==> src/hdl/inj_timing_pkg.sv <==
// Package of constants and carrier types for the injection timing demultiplexer
package inj_timing_pkg;
  localparam int LINE_COUNT     = 10;
  localparam int CYL_COUNT      = 2 * LINE_COUNT;
  localparam int ANGLE_FRAC     = 7;          // 128 steps per degree
  localparam int ANGLE_WIDTH    = 17;         // 720 deg * 128 fits
  localparam logic [ANGLE_WIDTH-1:0] ANGLE_RESET = 17'h00000;

  typedef enum logic {
    mode_two_stroke,
    mode_four_stroke
  } stroke_mode_type;

  // Angle points for one cylinder
  typedef struct packed {
    logic [ANGLE_WIDTH-1:0] start_angle;
    logic [ANGLE_WIDTH-1:0] end_angle;
  } injection_point_type;
endpackage
==> src/hdl/inj_timing_demux.sv <==
// Crank reference selection, line scheduling and fire command demultiplexing
`timescale 1ns/100ps
module inj_timing_demux #(
  parameter int LINES = inj_timing_pkg::LINE_COUNT,
  parameter int AW    = inj_timing_pkg::ANGLE_WIDTH
) (
  // Clock and reset
  input  wire logic                               i_clk,
  input  wire logic                               i_rst_n,
  // Engine sensor pins
  input  wire logic                               i_crank_reference_pulse,
  input  wire logic                               i_phase_pulse,
  input  wire logic [AW-1:0]                      i_crank_angle,
  // Processor side
  input  wire inj_timing_pkg::stroke_mode_type    i_mode,
  input  wire inj_timing_pkg::injection_point_type i_points [2*LINES],
  input  wire logic                               i_watchdog_fault,
  // Outputs
  output logic                                    o_timing_reference,
  output logic [LINES-1:0]                        o_line_pulse,
  output logic [2*LINES-1:0]                      o_fire_command
);

  // Pin synchronisers
  logic [1:0] crank_sync;
  logic [1:0] phase_sync;
  logic       crank_last;
  logic       phase_armed;
  logic       next_phase_armed;
  logic       next_reference;
  logic       crank_rise;
  logic       phase_rise;
  logic       phase_last;

  always_ff @(posedge i_clk or negedge i_rst_n) begin
    if (!i_rst_n) begin
      crank_sync <= 2'h0;
      phase_sync <= 2'h0;
    end else begin
      crank_sync <= {crank_sync[0], i_crank_reference_pulse};
      phase_sync <= {phase_sync[0], i_phase_pulse};
    end
  end

  // Rising edges of the synced pins; last values reset low like the idle pins,
  // so no false edge appears right after reset
  assign crank_rise = crank_sync[1] & ~crank_last;
  assign phase_rise = phase_sync[1] & ~phase_last;

  // Reference selection by mode
  always_comb begin
    next_phase_armed = phase_armed;
    next_reference   = 1'b0;
    if (i_mode == inj_timing_pkg::mode_two_stroke) begin
      next_reference   = crank_rise;
      next_phase_armed = 1'b0;
    end else begin
      if (crank_rise && phase_armed) begin
        next_reference   = 1'b1;
        next_phase_armed = 1'b0;
      end
      if (phase_rise) begin
        next_phase_armed = 1'b1;
      end
    end
  end

  // Edge history, phase arm flag and the one-cycle reference pulse
  always_ff @(posedge i_clk or negedge i_rst_n) begin
    if (!i_rst_n) begin
      crank_last         <= 1'b0;
      phase_last         <= 1'b0;
      phase_armed        <= 1'b0;
      o_timing_reference <= 1'b0;
    end else begin
      crank_last         <= crank_sync[1];
      phase_last         <= phase_sync[1];
      phase_armed        <= next_phase_armed;
      o_timing_reference <= next_reference;
    end
  end

  // Per-line scheduler: one instance of logic per shared line
  logic [LINES-1:0]  second_half;
  logic [LINES-1:0]  next_second_half;
  logic [LINES-1:0]  pulse_on;
  logic [LINES-1:0]  next_pulse_on;
  logic [AW-1:0]     end_latch [LINES];
  logic [AW-1:0]     next_end_latch [LINES];
  logic [2*LINES-1:0] next_fire;

  // Next line state; equality compare, so the angle must step through every value
  always_comb begin
    for (int l = 0; l < LINES; l++) begin
      next_second_half[l] = second_half[l];
      next_pulse_on[l]    = pulse_on[l];
      next_end_latch[l]   = end_latch[l];
      if (!pulse_on[l]) begin
        // angles compared in 1/128 degree units
        if (i_crank_angle == i_points[2*l + int'(second_half[l])].start_angle) begin
          next_pulse_on[l]  = 1'b1;
          next_end_latch[l] = i_points[2*l + int'(second_half[l])].end_angle;
        end
      end else if (i_crank_angle == end_latch[l]) begin
        next_pulse_on[l]    = 1'b0;
        next_second_half[l] = ~second_half[l];
      end
      if (o_timing_reference && !pulse_on[l]) begin
        next_second_half[l] = 1'b0;
      end
    end
    // Demultiplex: cylinder 2l first pulse, 2l+1 second
    for (int c = 0; c < 2*LINES; c++) begin
      next_fire[c] = next_pulse_on[c/2] & (next_second_half[c/2] == c[0]);
    end
    // Fault blanks the fire commands only; the line view keeps showing the schedule
    if (i_watchdog_fault) begin
      next_fire = '0;
    end
  end

  // Register the scheduler state and the fire commands
  always_ff @(posedge i_clk or negedge i_rst_n) begin
    if (!i_rst_n) begin
      second_half    <= '0;
      pulse_on       <= '0;
      o_fire_command <= '0;
      for (int l = 0; l < LINES; l++) begin
        end_latch[l] <= inj_timing_pkg::ANGLE_RESET;
      end
    end else begin
      second_half    <= next_second_half;
      pulse_on       <= next_pulse_on;
      o_fire_command <= next_fire;
      for (int l = 0; l < LINES; l++) begin
        end_latch[l] <= next_end_latch[l];
      end
    end
  end

  // Shared processor-line view
  always_ff @(posedge i_clk or negedge i_rst_n) begin
    if (!i_rst_n) begin
      o_line_pulse <= '0;
    end else begin
      o_line_pulse <= next_pulse_on;
    end
  end

  // Checks on fault blanking and reference selection
  a_watchdog_blank: assert property (@(posedge i_clk) disable iff (!i_rst_n)
    i_watchdog_fault |=> o_fire_command == '0)
    else $error("fire while fault");
  a_two_stroke_ref: assert property (@(posedge i_clk) disable iff (!i_rst_n)
    (i_mode == inj_timing_pkg::mode_two_stroke && crank_rise) |=> o_timing_reference)
    else $error("two-stroke reference lost");
  a_two_no_arm: assert property (@(posedge i_clk) disable iff (!i_rst_n)
    (i_mode == inj_timing_pkg::mode_two_stroke) |=> !phase_armed)
    else $error("phase armed in two-stroke");
  a_four_no_phase: assert property (@(posedge i_clk) disable iff (!i_rst_n)
    (i_mode == inj_timing_pkg::mode_four_stroke && !phase_armed) |=> !o_timing_reference)
    else $error("reference without phase");
  a_ref_pulse_one: assert property (@(posedge i_clk) disable iff (!i_rst_n)
    o_timing_reference |=> !o_timing_reference)
    else $error("reference too long");
  a_ref_from_edge: assert property (@(posedge i_clk) disable iff (!i_rst_n)
    o_timing_reference |-> $past(crank_rise))
    else $error("reference without crank edge");

  // Checks on line scheduling, line 0 in detail
  a_start_fires: assert property (@(posedge i_clk) disable iff (!i_rst_n)
    (!pulse_on[0] && i_crank_angle == i_points[int'(second_half[0])].start_angle)
    |=> pulse_on[0])
    else $error("start point missed");
  a_end_latched: assert property (@(posedge i_clk) disable iff (!i_rst_n)
    $rose(pulse_on[0]) |-> end_latch[0] == $past(i_points[int'(second_half[0])].end_angle))
    else $error("end angle not latched");
  a_end_stops: assert property (@(posedge i_clk) disable iff (!i_rst_n)
    (pulse_on[0] && i_crank_angle == end_latch[0]) |=> !pulse_on[0])
    else $error("pulse outlived end point");
  a_end_toggles: assert property (@(posedge i_clk) disable iff (!i_rst_n)
    ($fell(pulse_on[0]) && !$past(o_timing_reference))
    |-> second_half[0] != $past(second_half[0]))
    else $error("complement not armed");
  a_ref_resets_half: assert property (@(posedge i_clk) disable iff (!i_rst_n)
    (o_timing_reference && !pulse_on[0]) |=> !second_half[0])
    else $error("selector not rewound");
  a_first_to_low: assert property (@(posedge i_clk) disable iff (!i_rst_n)
    o_fire_command[0] |-> (pulse_on[0] && !second_half[0]))
    else $error("first pulse on wrong output");
  a_second_to_high: assert property (@(posedge i_clk) disable iff (!i_rst_n)
    o_fire_command[1] |-> (pulse_on[0] && second_half[0]))
    else $error("second pulse on wrong output");

  // Checks on demultiplexing
  a_pair_exclusive: assert property (@(posedge i_clk) disable iff (!i_rst_n)
    (o_fire_command[0] & o_fire_command[1]) == 1'b0)
    else $error("pair overlap");
  a_line_matches: assert property (@(posedge i_clk) disable iff (!i_rst_n)
    !i_watchdog_fault |=> o_line_pulse[0] == (o_fire_command[0] | o_fire_command[1]))
    else $error("line and fire disagree");
  // Same pairing checks on every shared line
  for (genvar g = 0; g < LINES; g++) begin : g_line_chk
    a_pair_each: assert property (@(posedge i_clk) disable iff (!i_rst_n)
      (o_fire_command[2*g] & o_fire_command[2*g+1]) == 1'b0)
      else $error("pair overlap on a line");
    a_line_each: assert property (@(posedge i_clk) disable iff (!i_rst_n)
      !i_watchdog_fault |=> o_line_pulse[g] == (o_fire_command[2*g] | o_fire_command[2*g+1]))
      else $error("line and fire disagree on a line");
    a_high_each: assert property (@(posedge i_clk) disable iff (!i_rst_n)
      o_fire_command[2*g+1] |-> second_half[g])
      else $error("partner pulse on wrong output");
  end

  // Main scenarios reached
  c_four_ref: cover property (@(posedge i_clk) disable iff (!i_rst_n)
    i_mode == inj_timing_pkg::mode_four_stroke && o_timing_reference);
  c_two_ref: cover property (@(posedge i_clk) disable iff (!i_rst_n)
    i_mode == inj_timing_pkg::mode_two_stroke && o_timing_reference);
  c_first_cyl: cover property (@(posedge i_clk) disable iff (!i_rst_n) o_fire_command[0]);
  c_second_cyl: cover property (@(posedge i_clk) disable iff (!i_rst_n) o_fire_command[1]);
  c_fire_blanked: cover property (@(posedge i_clk) disable iff (!i_rst_n)
    i_watchdog_fault && o_line_pulse[0]);

endmodule

==> config.mk <==
export PLATFORM = sky130hd
export DESIGN_NAME = inj_timing_demux
export DESIGN_NICKNAME = d
export VERILOG_FILES = /design/src/hdl/inj_timing_pkg.sv /design/src/hdl/inj_timing_demux.sv
export SDC_FILE = /design/constraint.sdc
export NUM_CORES = 1
export LEC_CHECK = 0
export BUFFER_PORTS_ARGS = -buffer_cell sky130_fd_sc_hd__buf_2
export CORE_AREA = 2 2 287 289
export DETAILED_ROUTE_END_ITERATION = 8
export DIE_AREA = 0 0 289 291
export SLEW_MARGIN = 20
export SYNTH_ARGS = -nofsm -noshare
export SYNTH_HDL_FRONTEND = slang
export SYNTH_SLANG_ARGS = --single-unit
==> constraint.sdc <==
create_clock -name i_clk -period 7.3 [get_ports i_clk]
set_clock_uncertainty 0.2 [all_clocks]
set_input_delay 1.46 -clock i_clk [delete_from_list [all_inputs] [get_ports i_clk]]
set_output_delay 1.46 -clock i_clk [all_outputs]
set_load 0.02 [all_outputs]
Yosys cells after proc, flatten, opt, wreduce, memory -nomap -nowiden
Cells that the tools add are included.
{"block": "totals", "in_bits": 703, "register_bits": 218, "output_inout_bits": 31, "elab_cells": 250}
{"block": "classes", "n_mux": 96, "eq_ne": 21, "n_bitwise": 64, "order_cmp": 10, "n_addsub": 9, "reduce_logical": 31}
{"cell": "binary-select mux 34 bit (select 5 bit)", "count": 10}
{"cell": "two-way mux 34 bit", "count": 20}
{"cell": "== test 17 bit", "count": 20}
{"cell": "greater-or-equal comparator 32 x 6 -> 1 bit, second input constant", "count": 10}
{"cell": "NOT 5 -> 32 bit", "count": 4}
{"cell": "two-way mux 1 bit", "count": 65}
{"cell": "NOT 4 -> 32 bit", "count": 2}
{"cell": "NOT 6 -> 32 bit", "count": 2}
{"cell": "NOT 1 bit", "count": 32}
{"cell": "NOT 1 -> 32 bit", "count": 1}
{"cell": "NOT 3 -> 32 bit", "count": 1}
{"cell": "bitwise AND 1 bit", "count": 22}
{"cell": "adder 4 x 1 -> 5 bit, first input constant", "count": 4}
{"cell": "two-way mux 20 bit", "count": 1}
{"cell": "AND reduction 2 bit", "count": 10}
{"cell": "adder 5 x 1 -> 6 bit, first input constant", "count": 2}
{"cell": "logical AND 1 bit", "count": 11}
{"cell": "logical NOT 1 bit", "count": 10}
{"cell": "adder 3 x 1 -> 4 bit, first input constant", "count": 2}
{"cell": "adder 2 x 1 -> 3 bit, first input constant", "count": 1}
{"cell": "!= test 3 x 1 -> 1 bit, second input constant", "count": 1}

Logic depth before layout (Yosys ltp)
{"block": "logic_depth", "word_depth": 10, "ltp_mapped": 9, "ltp_nobuf": 6}

Worst setup path after synthesis
Ideal clock, no wire load.
{"block": "synth_timing", "path_kind": "input -> register", "from": "input port i_crank_angle[10]", "to": "register end_latch[109] (netlist name)", "path_buffers": 2, "path_stages": 7, "required_ns": 6.975, "setup_time_ns": 0.125, "setup_slack_ns": 3.856, "arrival_time_ns": 3.119, "path_cell_list": "buf_2 -> xnor2_1 -> nor4_1 -> nand4_1 -> nor3_4 -> buf_12 -> mux2_4"}
{"block": "synth_via", "elab_chain_len": 2}
{"element": "start: declaration", "line_no": "inj_timing_demux.sv:13", "rtl": "input wire logic [AW-1:0] i_crank_angle,"}
{"element": "== test 17 bit", "line_no": "inj_timing_demux.sv:100", "rtl": "if (i_crank_angle == i_points[2*l + int'(second_half[l])].start_angle) begin"}
{"element": "AND reduction 2 bit (no line)"}
{"element": "end signal: indexed assignment", "line_no": "inj_timing_demux.sv:129", "rtl": "end_latch[l] <= inj_timing_pkg::ANGLE_RESET;"}
{"element": "end signal: indexed assignment", "line_no": "inj_timing_demux.sv:136", "rtl": "end_latch[l] <= next_end_latch[l];"}
{"element": "end: declaration", "line_no": "inj_timing_demux.sv:88", "rtl": "logic [AW-1:0] end_latch [LINES];"}
No other way between the ends.
A chain may end at the register's enable or synchronous reset.

Worst setup path in the final report
{"block": "layout_timing", "from": "register second_half[3]", "to": "register end_latch[105] (netlist name)"}
{"block": "layout_via", "elab_chain_len": 7}
{"element": "start: declaration", "line_no": "inj_timing_demux.sv:84", "rtl": "logic [LINES-1:0] second_half;"}
{"element": "start signal: assignment", "line_no": "inj_timing_demux.sv:132", "rtl": "second_half <= next_second_half;"}
{"element": "adder 3 x 1 -> 4 bit *", "line_no": "inj_timing_demux.sv:100, inj_timing_demux.sv:102"}
{"element": "NOT 4 -> 32 bit (not written as such) *", "line_no": "inj_timing_demux.sv:100, inj_timing_demux.sv:102"}
{"element": "binary-select mux 34 bit (select 5 bit) *", "line_no": "inj_timing_demux.sv:100, inj_timing_demux.sv:102"}
{"element": "two-way mux 34 bit (not written as such) * (2 in a row)", "line_no": "inj_timing_demux.sv:102", "rtl": "next_end_latch[l] = i_points[2*l + int'(second_half[l])].end_angle;"}
{"element": "== test 17 bit", "line_no": "inj_timing_demux.sv:100"}
{"element": "AND reduction 2 bit (no line)"}
Every way passes the cells marked *; elsewhere a longest branch is shown, timed or not. The select of a mux whose other input is x is not followed.

==> results.toml <==
[cells_and_area]
area_growth_pct = 34.9
layout_commonest_cell = "buf_2"
design_area_mm2 = 0.0220
final_layout_size_suffix_gt1_share_pct = 53.5
final_cell_mix = "buf_2, mux2_2, xnor2_1"
fin_nets = 2828

[die]
die_h_um = 291
row_count = 105
die_area_mm2 = 0.0841
start_util_pct = 20.1
io_pins = 734
dieWidth_um = 289
core_mm2 = 0.0812

[logic_synthesis]
synth_top_area_share_pct = 33.4
synth_edf_count = 0
synth-seq-area-share_pct = 33.4
syn-instance-count = 1425
syn_area_mm2 = 0.0163
yosys_warnings = 0
synth-seq-cells = 218
synth-main-ff-cell = "dfrtp_1"
synthTopCellsByArea = "dfrtp_1, mux2_2, xnor2_1"
yosysTopAreaCell = "dfrtp_1"
syn_nets = 2128
synth_cell_type_count = 49
synth_async_sr_flop_share_pct = 100
syn_avg_cell_area_um2 = 11.5

[timing]
slew_headroom_pct = 23.2
slew_viol_final = 0
final-setup-viol-count = 0
finalHoldViolCount = 0
timing.final.crit_period_ps = 4610
fin_crit_sh_pct = 63.2
tightestPinTransition_ps = 1150
fmax_ghz = 0.217
tns_ps = 0
setup_ws_ps = 2690
rsz0062_at_grt = "no"

[placement]
hpwl_um = 60100
place_congestion = 0.843
placed_cell_area_mm2 = 0.0210
io_buffers = 733
place_ws_ps = 2200

[cts]
clockRootBuffer = "clkbuf_16"
cts_buffers = 28
clockBufferDepth = 3
postCtsSetupBuffers = 0
h-tree-depth = 1
cts.sinks = 218
ctsResizeCount = 0
cts_tree = "yes"
clock_latency_ps = 580
clk_pin_slew_worst_paths_ps = 60
cts_hold_buf = 0

[min_path]
min-delay-start = "phase_sync[0]"
hold_end = "phase_sync[1]"
hold_class = "reg2reg"
worstHoldPathCells = 0

[worst_setup_path]
critPathArrivalTime_ps = 4880
reg2reg_depth = 7
critical_path_class = "reg2reg"
reg2reg_slack_ps = 2690
r2r-start = "second_half[3]"
crit_path_start_kind = "flop"
cp_max_fo = 26
end_kind = "flop"
timing.rr.end = "end_latch[105]"
required_ps = 7570

[power_and_ir_drop]
powerDensity_mw_per_mm2 = 151
power.leakage_uw = 0.00975
irDropWorstVdd_v = 0.000155

[detailed_routing]
wire_per_inst_um = 23.4
drc = 0
via_per_inst = 4.36
vias = 14000
drtAntennaViolNets = 0
wl_um = 75400
drt_iter0_drc = 701
dr.pass1.iters = 5

[grt]
grt_pass1_vias = 14500
grt-ovfl-total = 0
grt_pass1_wl_um = 103000
antenna_found_initial = 19
grt_max_degree = 127
track_usage_pct = 17.3

[status]
outcome = "finished clean"

[job]
maxCapViolations = 0
[how the worst max path moves through the flow]
stage	startpoint	endpoint	slack [ps]	cells after the start
2_1_floorplan	i_crank_angle[10]	end_latch[109]	3860	7
3_3_place_gp	i_crank_angle[0]	end_latch[123]	2240	6
3_5_place_dp	i_crank_angle[0]	end_latch[125]	2200	6
4_1_cts	second_half[3]	end_latch[105]	2590	7
5_1_grt	second_half[3]	end_latch[105]	2400	7
6_report	second_half[3]	end_latch[105]	2690	7
[cell usage after synthesis (12+ instances only)]
cell      count
mux2i_1     187
nor4_1       52
dfrtp_1     218
mux2_4       50
mux2_2      255
o21ai_0      12
xnor2_1     224
buf_2        38
xor2_1      122
nor3_1       18
a21oi_1      28
clkbuf_1     31
nand4_1      43
a31oi_1      17
[power breakdown]
group / internal (uW) / switching, uW / leakage, uW
registers: 1210 / 4.98 / 0.00301
clock network: 905 / 606 / 0.000495
logic: 281 / 310 / 0.00624
[worst max-delay path, stage by stage, from the launching register on]
cell and delay, ps:
dfrtp_2 900, buf_4 450, mux2i_1 740, xnor2_1 120, nor4_1 460, nand4_1 270, nor3_4 890, mux2_2 420
[cells by family (layout without fill, tap and decap cells)]
| kind of cell | Yosys count | after routing | synth area share, % |
|---|---|---|---|
| xor gates and xnor gates | 346 | 346 | 18.6 |
| AOI/OAI and AO/OA | 92 | 92 | 3.68 |
| DFF | 218 | 218 | 33.4 |
| muxes | 493 | 493 | 33.7 |
| buffers and inverters | 112 | 834 | 4.33 |
| and+or+nand+nor | 164 | 164 | 6.33 |
| other | 0 | 3 | 0 |
[registers in the layout, summed over array words and instances (netlist names)]
name                flops
o_line_pulse           10
end_latch             170
phase_armed             1
crank_sync              2
second_half            10
o_timing_reference      1
phase_last              1
phase_sync              2
o_fire_command         20
crank_last              1
[through the flow]
step           hold slack [ps]  util, %  instances  total power, uW
4_1_cts                    150     27.1       3217             3380
2_1_floorplan              131        -       1425             1480
5_1_grt                    154     27.1       3219             3470
3_3_place_gp               134     25.9       3165             1840
6_report                   147     27.1       3220             3320
3_5_place_dp               136     25.9       3165             1840
[final cells by class]
cell class,instances,area (um2)
clock inverters,16,225
fillers,8650,59200
well taps,1070,1340
inverters,13,48.8
clock buffers,36,781
diodes,3,7.51
flip-flops and latches,218,5470
repair buffers,769,3960
multi-input cells,1095,10200
[per-layer routing]
layer | share of wire, % | track usage [%] | vias up
met5 | 0.073 | 0 | -
met4 | 2.3 | 4.39 | 8
met3 | 6.8 | 3.28 | 98
met2 | 49 | 30.2 | 604
met1 | 42 | 21.6 | 6795
li1 | - | - | 6523
Note: power is estimated with default switching activity, not from simulation.
